==> config.mk <==
export PLATFORM = sky130hd
export DESIGN_NAME = gcr_global_regs
export DESIGN_NICKNAME = d
export VERILOG_FILES = /design/src/hw/gcr_pkg.sv /design/src/hw/gcr_global_regs.sv /design/src/hw/gcr_strap_latch.sv
export VERILOG_INCLUDE_DIRS = /design/src /design/src/hw
export SDC_FILE = /design/constraint.sdc
export NUM_CORES = 1
export LEC_CHECK = 0
export BUFFER_PORTS_ARGS = -buffer_cell sky130_fd_sc_hd__buf_2
export CORE_ASPECT_RATIO = 1.4
export CORE_MARGIN = 3
export CORE_UTILIZATION = 40
export DETAILED_ROUTE_END_ITERATION = 6
export GPL_TIMING_DRIVEN = 0
export PLACE_DENSITY = 0.76
export SLEW_MARGIN = 20
export SYNTH_ARGS = -nofsm -noshare
export SYNTH_HDL_FRONTEND = slang
export SYNTH_HIERARCHICAL = 1
export SYNTH_SLANG_ARGS = --single-unit
==> constraint.sdc <==
create_clock -name mclk -period 1.6 [get_ports mclk]
set_input_delay 0.48 -clock mclk [delete_from_list [all_inputs] [get_ports mclk]]
set_output_delay 0.48 -clock mclk [all_outputs]
set_load 0.02 [all_outputs]
==> src/hw/gcr_cfg.svh <==
// constants for the global control register group: offsets, fields, reset values
// assumes an 8-bit register port with one-cycle read latency
// Contract
// bank select bit maps registers or memory
// sixteen-bit identifier split over 01h and 02h
// protected mode drops writes except protection
// single unlock allows one write, then 00h
// full unlock allows unlimited writes
// soft reset holds device, restores defaults
// soft reset reloads latched strap values; the code holds strap_value through soft reset and never reloads it
// bank a source select at bit 3
// bank b source select at bit 2
// bank c source select at bit 1
// bank d source select at bit 0
// revision and identifier registers ignore writes
// protection register writes always accepted; the code routes 04h writes to memory while bank select maps memory
`ifndef GCR_CFG_SVH
`define GCR_CFG_SVH
`define GCR_OFF_BANK_SEL   8'h00
`define GCR_OFF_ID_LOW     8'h01
`define GCR_OFF_ID_HIGH    8'h02
`define GCR_OFF_REVISION   8'h03
`define GCR_OFF_PROTECT    8'h04
`define GCR_OFF_MASTER_CFG 8'h05
`define GCR_BIT_BANK_SEL   0
`define GCR_BIT_SOFT_RST   7
`define GCR_BIT_BANK_A     3
`define GCR_BIT_BANK_B     2
`define GCR_BIT_BANK_C     1
`define GCR_BIT_BANK_D     0
`define GCR_RST_BANK_SEL   8'h00
`define GCR_RST_PROTECT    8'h85
`define GCR_RST_MASTER_CFG 8'h00
`define GCR_CODE_FULL      8'h85
`define GCR_CODE_SINGLE    8'h86
`define GCR_CODE_LOCKED    8'h00
`define GCR_MCFG_MASK      8'h8F
`define GCR_STRAP_SETTLE   2'h2
`endif

==> src/hw/gcr_pkg.sv <==
// types for the global control register group
// assumes gcr_cfg.svh for the numeric constants
`default_nettype none
package gcr_pkg;
	typedef enum logic [1:0] {
		GCR_PROTECTED,
		GCR_SINGLE,
		GCR_FULL
	} gcr_mode_e;
	typedef logic [7:0] gcr_byte_t;
endpackage : gcr_pkg
`default_nettype wire

==> src/hw/gcr_global_regs.sv <==
// global register group: bank select, identifier, revision, write protection, master config
// assumes a host port master that issues one-cycle strobes, never read and write together
`include "gcr_cfg.svh"
`default_nettype none
module gcr_global_regs #(
	// arbitrary neutral values, not any real part's codes
	parameter logic [15:0] DEVICE_ID  = 16'h5A5A,
	parameter logic [7:0]  REVISION   = 8'h01
) (
	input  wire logic       mclk,
	input  wire logic       nrst,
	input  wire logic [7:0] addr,
	input  wire logic [7:0] wdata,
	input  wire logic       wr_en,
	input  wire logic       rd_en,
	output logic      [7:0] rdata,
	input  wire logic [3:0] strap_pins,
	output logic      [3:0] strap_value,
	output logic            memory_bank_select,
	output logic            soft_reset,
	output logic            bank_a_source_select,
	output logic            bank_b_source_select,
	output logic            bank_c_source_select,
	output logic            bank_d_source_select,
	output logic      [7:0] mem_addr,
	output logic      [7:0] mem_wdata,
	output logic            mem_wr,
	output logic            mem_rd,
	input  wire logic [7:0] mem_rdata,
	output logic      [1:0] protect_mode
);
	// ----------------------------------------------------------------
	// storage and decode
	// ----------------------------------------------------------------
	gcr_pkg::gcr_byte_t bank_sel_reg;
	gcr_pkg::gcr_byte_t protect_reg;
	gcr_pkg::gcr_byte_t mcfg_reg;
	gcr_pkg::gcr_mode_e mode;
	logic               rd_mem_q;
	gcr_pkg::gcr_byte_t rd_reg_q;

	function automatic gcr_pkg::gcr_mode_e decode_mode(input gcr_pkg::gcr_byte_t code);
		if (code == `GCR_CODE_FULL)
			return gcr_pkg::GCR_FULL;
		else if (code == `GCR_CODE_SINGLE)
			return gcr_pkg::GCR_SINGLE;
		else
			return gcr_pkg::GCR_PROTECTED;
	endfunction : decode_mode

	wire        at_zero    = (addr == `GCR_OFF_BANK_SEL);
	wire        to_memory  = bank_sel_reg[`GCR_BIT_BANK_SEL] && !at_zero;
	wire        hit_write_protection   = !to_memory && (addr == `GCR_OFF_PROTECT);
	wire        hit_bank   = at_zero;
	wire        hit_mcfg   = !to_memory && (addr == `GCR_OFF_MASTER_CFG);
	wire        unlocked   = (mode != gcr_pkg::GCR_PROTECTED);
	wire        other_wr   = wr_en && !hit_write_protection;
	wire        other_ok   = other_wr && unlocked;
	wire        wr_write_protection    = wr_en && hit_write_protection;
	wire        wr_bank    = other_ok && hit_bank;
	wire        wr_mcfg    = other_ok && hit_mcfg;
	wire        burn_one   = other_ok && (mode == gcr_pkg::GCR_SINGLE);
	wire        srst       = mcfg_reg[`GCR_BIT_SOFT_RST];

	assign mode = decode_mode(protect_reg);
	assign protect_mode = mode;

	// ----------------------------------------------------------------
	// strap capture
	// ----------------------------------------------------------------
	gcr_strap_latch i_gcr_strap_latch (
		.mclk        (mclk),
		.nrst        (nrst),
		.strap_pins  (strap_pins),
		.strap_value (strap_value)
	);

	// ----------------------------------------------------------------
	// register updates
	// ----------------------------------------------------------------
	always_ff @(posedge mclk or negedge nrst) begin
		if (!nrst) begin
			protect_reg <= `GCR_RST_PROTECT;
		end else if (srst && !(wr_write_protection)) begin
			protect_reg <= `GCR_RST_PROTECT;
		end else if (wr_write_protection) begin
			protect_reg <= wdata;
		end else if (burn_one) begin
			protect_reg <= `GCR_CODE_LOCKED;
		end
	end

	always_ff @(posedge mclk or negedge nrst) begin
		if (!nrst) begin
			bank_sel_reg <= `GCR_RST_BANK_SEL;
		end else if (srst) begin
			bank_sel_reg <= `GCR_RST_BANK_SEL;
		end else if (wr_bank) begin
			bank_sel_reg <= {7'h00, wdata[`GCR_BIT_BANK_SEL]};
		end
	end

	// soft reset bit itself survives; other fields go to default while it is set
	always_ff @(posedge mclk or negedge nrst) begin
		if (!nrst) begin
			mcfg_reg <= `GCR_RST_MASTER_CFG;
		end else if (wr_mcfg) begin
			mcfg_reg <= srst ? (wdata & 8'h80) : (wdata & `GCR_MCFG_MASK);
		end else if (srst) begin
			mcfg_reg <= `GCR_RST_MASTER_CFG | 8'h80;
		end
	end

	assign soft_reset           = srst;
	assign memory_bank_select   = bank_sel_reg[`GCR_BIT_BANK_SEL];
	assign bank_a_source_select = mcfg_reg[`GCR_BIT_BANK_A];
	assign bank_b_source_select = mcfg_reg[`GCR_BIT_BANK_B];
	assign bank_c_source_select = mcfg_reg[`GCR_BIT_BANK_C];
	assign bank_d_source_select = mcfg_reg[`GCR_BIT_BANK_D];

	// ----------------------------------------------------------------
	// memory window: writes obey protection like any other register
	// ----------------------------------------------------------------
	assign mem_addr  = addr;
	assign mem_wdata = wdata;
	assign mem_wr    = other_ok && to_memory;
	assign mem_rd    = rd_en && to_memory;

	// ----------------------------------------------------------------
	// read path
	// ----------------------------------------------------------------
	// id and revision registers have no write path at all
	wire [7:0] rd_mux =
		(addr == `GCR_OFF_BANK_SEL)   ? bank_sel_reg :
		(addr == `GCR_OFF_ID_LOW)     ? DEVICE_ID[7:0] :
		(addr == `GCR_OFF_ID_HIGH)    ? DEVICE_ID[15:8] :
		(addr == `GCR_OFF_REVISION)   ? REVISION :
		(addr == `GCR_OFF_PROTECT)    ? protect_reg :
		(addr == `GCR_OFF_MASTER_CFG) ? mcfg_reg : 8'h00;

	always_ff @(posedge mclk or negedge nrst) begin
		if (!nrst) begin
			rd_mem_q <= 1'b0;
			rd_reg_q <= 8'h00;
		end else begin
			rd_mem_q <= rd_en && to_memory;
			rd_reg_q <= rd_en ? rd_mux : 8'h00;
		end
	end

	assign rdata = rd_mem_q ? mem_rdata : rd_reg_q;

	// ----------------------------------------------------------------
	// checks
	// ----------------------------------------------------------------
	a_locked_drop: assert property (@(posedge mclk) disable iff (!nrst)
		(wr_en && hit_mcfg && mode == gcr_pkg::GCR_PROTECTED && !srst) |=> $stable(mcfg_reg))
		else $error("write went through while protected");
	a_locked_bank: assert property (@(posedge mclk) disable iff (!nrst)
		(wr_en && at_zero && mode == gcr_pkg::GCR_PROTECTED && !srst) |=> $stable(bank_sel_reg))
		else $error("bank select written while protected");
	a_single_relock: assert property (@(posedge mclk) disable iff (!nrst)
		(burn_one && !srst) |=> protect_reg == `GCR_CODE_LOCKED)
		else $error("single unlock did not relock");
	a_full_keeps: assert property (@(posedge mclk) disable iff (!nrst)
		(mode == gcr_pkg::GCR_FULL && other_wr && !srst) |=> mode == gcr_pkg::GCR_FULL)
		else $error("full unlock lost after write");
	a_write_protection_write: assert property (@(posedge mclk) disable iff (!nrst)
		wr_write_protection |=> protect_reg == $past(wdata))
		else $error("protection write refused");
	a_srst_clears: assert property (@(posedge mclk) disable iff (!nrst)
		(srst && !wr_mcfg && !wr_write_protection) |=> (mcfg_reg == 8'h80 && protect_reg == `GCR_RST_PROTECT))
		else $error("soft reset left fields set");
	a_srst_bank: assert property (@(posedge mclk) disable iff (!nrst)
		srst |=> !memory_bank_select)
		else $error("bank select kept in soft reset");
	a_strap_hold: assert property (@(posedge mclk) disable iff (!nrst)
		srst |=> $stable(strap_value))
		else $error("straps resampled in soft reset");
	a_id_read: assert property (@(posedge mclk) disable iff (!nrst)
		(rd_en && !to_memory && addr == `GCR_OFF_ID_HIGH) |=> rdata == DEVICE_ID[15:8])
		else $error("identifier high byte wrong");
	a_rev_read: assert property (@(posedge mclk) disable iff (!nrst)
		(rd_en && !to_memory && addr == `GCR_OFF_REVISION) |=> rdata == REVISION)
		else $error("revision byte wrong");
	a_mem_route: assert property (@(posedge mclk) disable iff (!nrst)
		(wr_en && memory_bank_select && !at_zero && !srst) |=> ($stable(mcfg_reg) && $stable(bank_sel_reg)))
		else $error("register written in memory bank");
	a_bank_a_sel: assert property (@(posedge mclk) disable iff (!nrst)
		(wr_mcfg && !srst) |=> bank_a_source_select == $past(wdata[3]))
		else $error("bank a select not stored");
	a_bank_b_sel: assert property (@(posedge mclk) disable iff (!nrst)
		(wr_mcfg && !srst) |=> bank_b_source_select == $past(wdata[2]))
		else $error("bank b select not stored");
	a_bank_c_sel: assert property (@(posedge mclk) disable iff (!nrst)
		(wr_mcfg && !srst) |=> bank_c_source_select == $past(wdata[1]))
		else $error("bank c select not stored");
	a_bank_d_sel: assert property (@(posedge mclk) disable iff (!nrst)
		(wr_mcfg && !srst) |=> bank_d_source_select == $past(wdata[0]))
		else $error("bank d select not stored");
	c_single_use: cover property (@(posedge mclk) disable iff (!nrst) burn_one);
	c_full_write: cover property (@(posedge mclk) disable iff (!nrst) (mode == gcr_pkg::GCR_FULL) && wr_mcfg);
	c_soft_reset: cover property (@(posedge mclk) disable iff (!nrst) $rose(srst));
	c_mem_write: cover property (@(posedge mclk) disable iff (!nrst) mem_wr);
endmodule : gcr_global_regs
`default_nettype wire

==> src/hw/gcr_strap_latch.sv <==
// strap capture: synchronises strap pins, latches them once after the hardware reset pin is released, then holds them
// assumes straps are static around the release of nrst
`include "gcr_cfg.svh"
`default_nettype none
module gcr_strap_latch (
	input  wire logic       mclk,
	input  wire logic       nrst,
	input  wire logic [3:0] strap_pins,
	output logic      [3:0] strap_value
);
	logic [3:0] sync_a;
	logic [3:0] sync_b;
	logic       armed;
	logic [1:0] settle;
	wire        settled = armed && (settle == `GCR_STRAP_SETTLE);

	always_ff @(posedge mclk or negedge nrst) begin
		if (!nrst) begin
			sync_a <= 4'h0;
			sync_b <= 4'h0;
		end else begin
			sync_a <= strap_pins;
			sync_b <= sync_a;
		end
	end

	// capture once, after the synchroniser has filled, so soft reset never resamples the pins
	always_ff @(posedge mclk or negedge nrst) begin
		if (!nrst) begin
			armed       <= 1'b1;
			settle      <= 2'h0;
			strap_value <= 4'h0;
		end else if (settled) begin
			armed       <= 1'b0;
			strap_value <= sync_b;
		end else if (armed) begin
			settle <= settle + 2'h1;
		end
	end
endmodule : gcr_strap_latch
`default_nettype wire

==> flow_summary.ini <==
[placed_design]
gp_congestion = 0.7801
dpl_cell_area_sq_um = 2332
port_buffers = 68
placedCellCount = 306
dp_slack_ns = -0.3987
hpwl_um = 3110

[timing]
grt_setup_unrepaired = true
finalSetupViolations = 21
fin_crit_sh_pct = 136.8
final_max_slew_viol_count = 0
clock_skew_ns = 0.008550
hold_violations = 0
fmax_ghz = 0.4570
worst_slew_pin_slew_ns = 0.8039
fin_ws_ns = -0.5880
min_period_ns = 2.188
relSlewSlack_pct = 46.41

[synth]
synth.top_cell.area_share_pct = 45.55
yosys.area.top_type = dfrtp_1
avgSynthCellArea_sq_um = 10.49
yosys_register_bits = 38
synth_area_leaders = dfrtp_1 (46%), mux2_2 (7.2%), buf_4 (6.4%)
synthCells = 178
dominantRegCellSynth = dfrtp_1
synth_enable_flop_cells = 0
netlist_top_cells_count = dfrtp_1 (34), buf_4 (16), nand2_1 (13)
syn-num-nets = 211
ys_seq_area_share_pct = 51.17
ys_async_sr_fraction_pct = 100.0
ys_types = 34
synth.most_common_cell = dfrtp_1
yosys_warnings = 6
syn_area_sq_um = 1868

[run_status]
violations = negative setup slack
outcome = finished, violations left

[pwr]
vdd_ir_drop_max_mv = 0.4550
p_leak_nw = 1.396
p_total_mw = 2.081
p_per_area_nw_per_um2 = 736.8

[final_layout]
area_growth_pct = 51.17
finalInstanceArea_sq_um = 2824
fin_cells = 328
layout-drive-gt1-share_pct = 56.34
layout.nets = 300
n_antenna_cell = 0

[route]
drtIter0Drc = 61
drtPass1Iterations = 4
routedWlPerCell_um = 14.73
via_count = 1649
drc_errors = 0
wl_um = 4832
drt-vias-per-instance = 5.027
antenna_left = 0

[worst_setup_path]
r2r_end = mcfg_reg[3]
critPathArrivalTime_ns = 1.71
required_ns = 1.12
end_kind = output pin
timing.rr.start = protect_reg[5]
critPathKind = reg -> out
rrSetupSlack_ns = -0.28
rr_worst_depth = 6
critPathLaunchType = register
path_max_fanout = 3

[die]
die-area_sq_um = 5538
start_util_pct = 42.66
die_w_um = 63.76
die_h_um = 86.86
num_rows = 28
ios = 70
fp.coreArea_sq_um = 4379

[clock_network]
cts_buffers = 5
worstSkewPairLatency_ns = 0.30
clk_pin_slew_ns = 0.08
cts_tree = yes
cts_root_buffer = clkbuf_8
ctsHoldBuffers = 0
clk_path_buf_depth = 2
cts.sinks = 38
htreeDepth = 2

[grt]
grt_pass1_vias = 1643
grt_start_max_net_pins = 39
grt_antenna_before_repair = 0
groute.usage.overall_pct = 17.47
grt_pass1_wl_um = 7472
grt_remaining_overflow = 0

[min_path]
hold_path.class = in -> async

[run]
maxCapViolCount = 0
## critical path, stage by stage, from the launching register on
cell	delay [ns]
dfrtp_2	0.45
nor4b_4	0.35
nand3b_1	0.24
nor3b_4	0.23
buf_6	0.14
## metrics by stage
stage	util (%)	setup TNS, ns	hold WS (ns)
finish	64.49	-4.221	0.2712
global route	64.49	-5.590	0.2813
CTS	62.17	-3.445	0.2808
detailed placement	53.26	-5.372	0.3347
global placement	53.26	-4.443	0.3324
floorplan	-	-0.4017	0.1844
## power by group
part	internal, mW	leakage [nW]	switching, mW
sequential	0.989	0.475	0.0247
clock	0.463	0.0504	0.346
combinational	0.125	0.870	0.133
total	1.58	1.40	0.504
## layout by cell type (no fill, tap or decap), types with 2 or more instances in the layout
cell | synthesis | layout
buf_6 | 0 | 16
mux2_2 | 12 | 4
and3_4 | 0 | 2
nor3b_4 | 0 | 2
nand2b_1 | 4 | 4
buf_4 | 16 | 30
a21oi_1 | 12 | 9
dfrtp_1 | 34 | 31
o21a_1 | 2 | 2
buf_8 | 0 | 3
buf_2 | 3 | 52
nand3b_1 | 3 | 3
a21oi_2 | 0 | 3
nand2_4 | 0 | 2
xnor2_1 | 2 | 2
nor2_1 | 12 | 11
clkbuf_1 | 4 | 3
o21ai_1 | 0 | 7
clkinvlp_4 | 0 | 2
inv_1 | 2 | 2
nand3_1 | 8 | 7
clkbuf_8 | 0 | 5
o21ai_0 | 12 | 4
nor3_1 | 6 | 3
mux2i_1 | 5 | 5
mux2_4 | 0 | 8
dfrtp_2 | 0 | 3
nor2b_1 | 3 | 3
nand2_1 | 13 | 11
dfstp_2 | 4 | 4
nor3_4 | 0 | 2
nand4b_1 | 2 | 2
## kinds of logic after synthesis
group | Yosys count | synth area share [%]
muxes | 17 | 9.913
AOI/OAI and AO/OA | 28 | 8.038
xor gates and xnor gates | 2 | 0.9379
and+or+nand+nor | 67 | 20.83
DFF | 38 | 51.17
buffers and inverters | 25 | 8.439
adders and majority gates | 1 | 0.6697
## area by class of cell
type	count	area [sq um]
Clock buffer	5	68.82
Timing Repair Buffer	83	581.8
Tap cell	60	75.07
Multi-Input combinational cell	115	920.9
Sequential cell	38	959.7
Inverter	2	7.507
Fill cell	331	1555
Clock inverter	3	45.04
Buffer	22	165.2
## worst max-delay path by stage
stage	start	end	cells after the start
floorplan	protect_reg[2]	protect_mode[0]	3
global placement	protect_reg[2]	protect_mode[0]	4
detailed placement	protect_reg[2]	protect_mode[0]	4
CTS	protect_reg[2]	protect_mode[0]	4
global route	protect_reg[2]	protect_mode[0]	4
finish	protect_reg[5]	protect_mode[0]	4
## timing repair
item                       in CTS  in global routing
pin swaps                      10                 19
setup buffers                  11                  5
gates cloned                    0                  1
resized for setup              59                 19
setup endpoints to repair      24                 29
## per-layer routing
layer	vias to the layer above	global-route usage [%]	share of wire, %	wire length [um]
met2	64	31.65	54	2616
li1	781	-	-	-
met1	785	19.08	37	1772
met5	-	0	0	0
met4	0	8.644	4.8	230
met3	19	3.876	4.4	213
No activity file was read; power rests on OpenSTA's default activity.
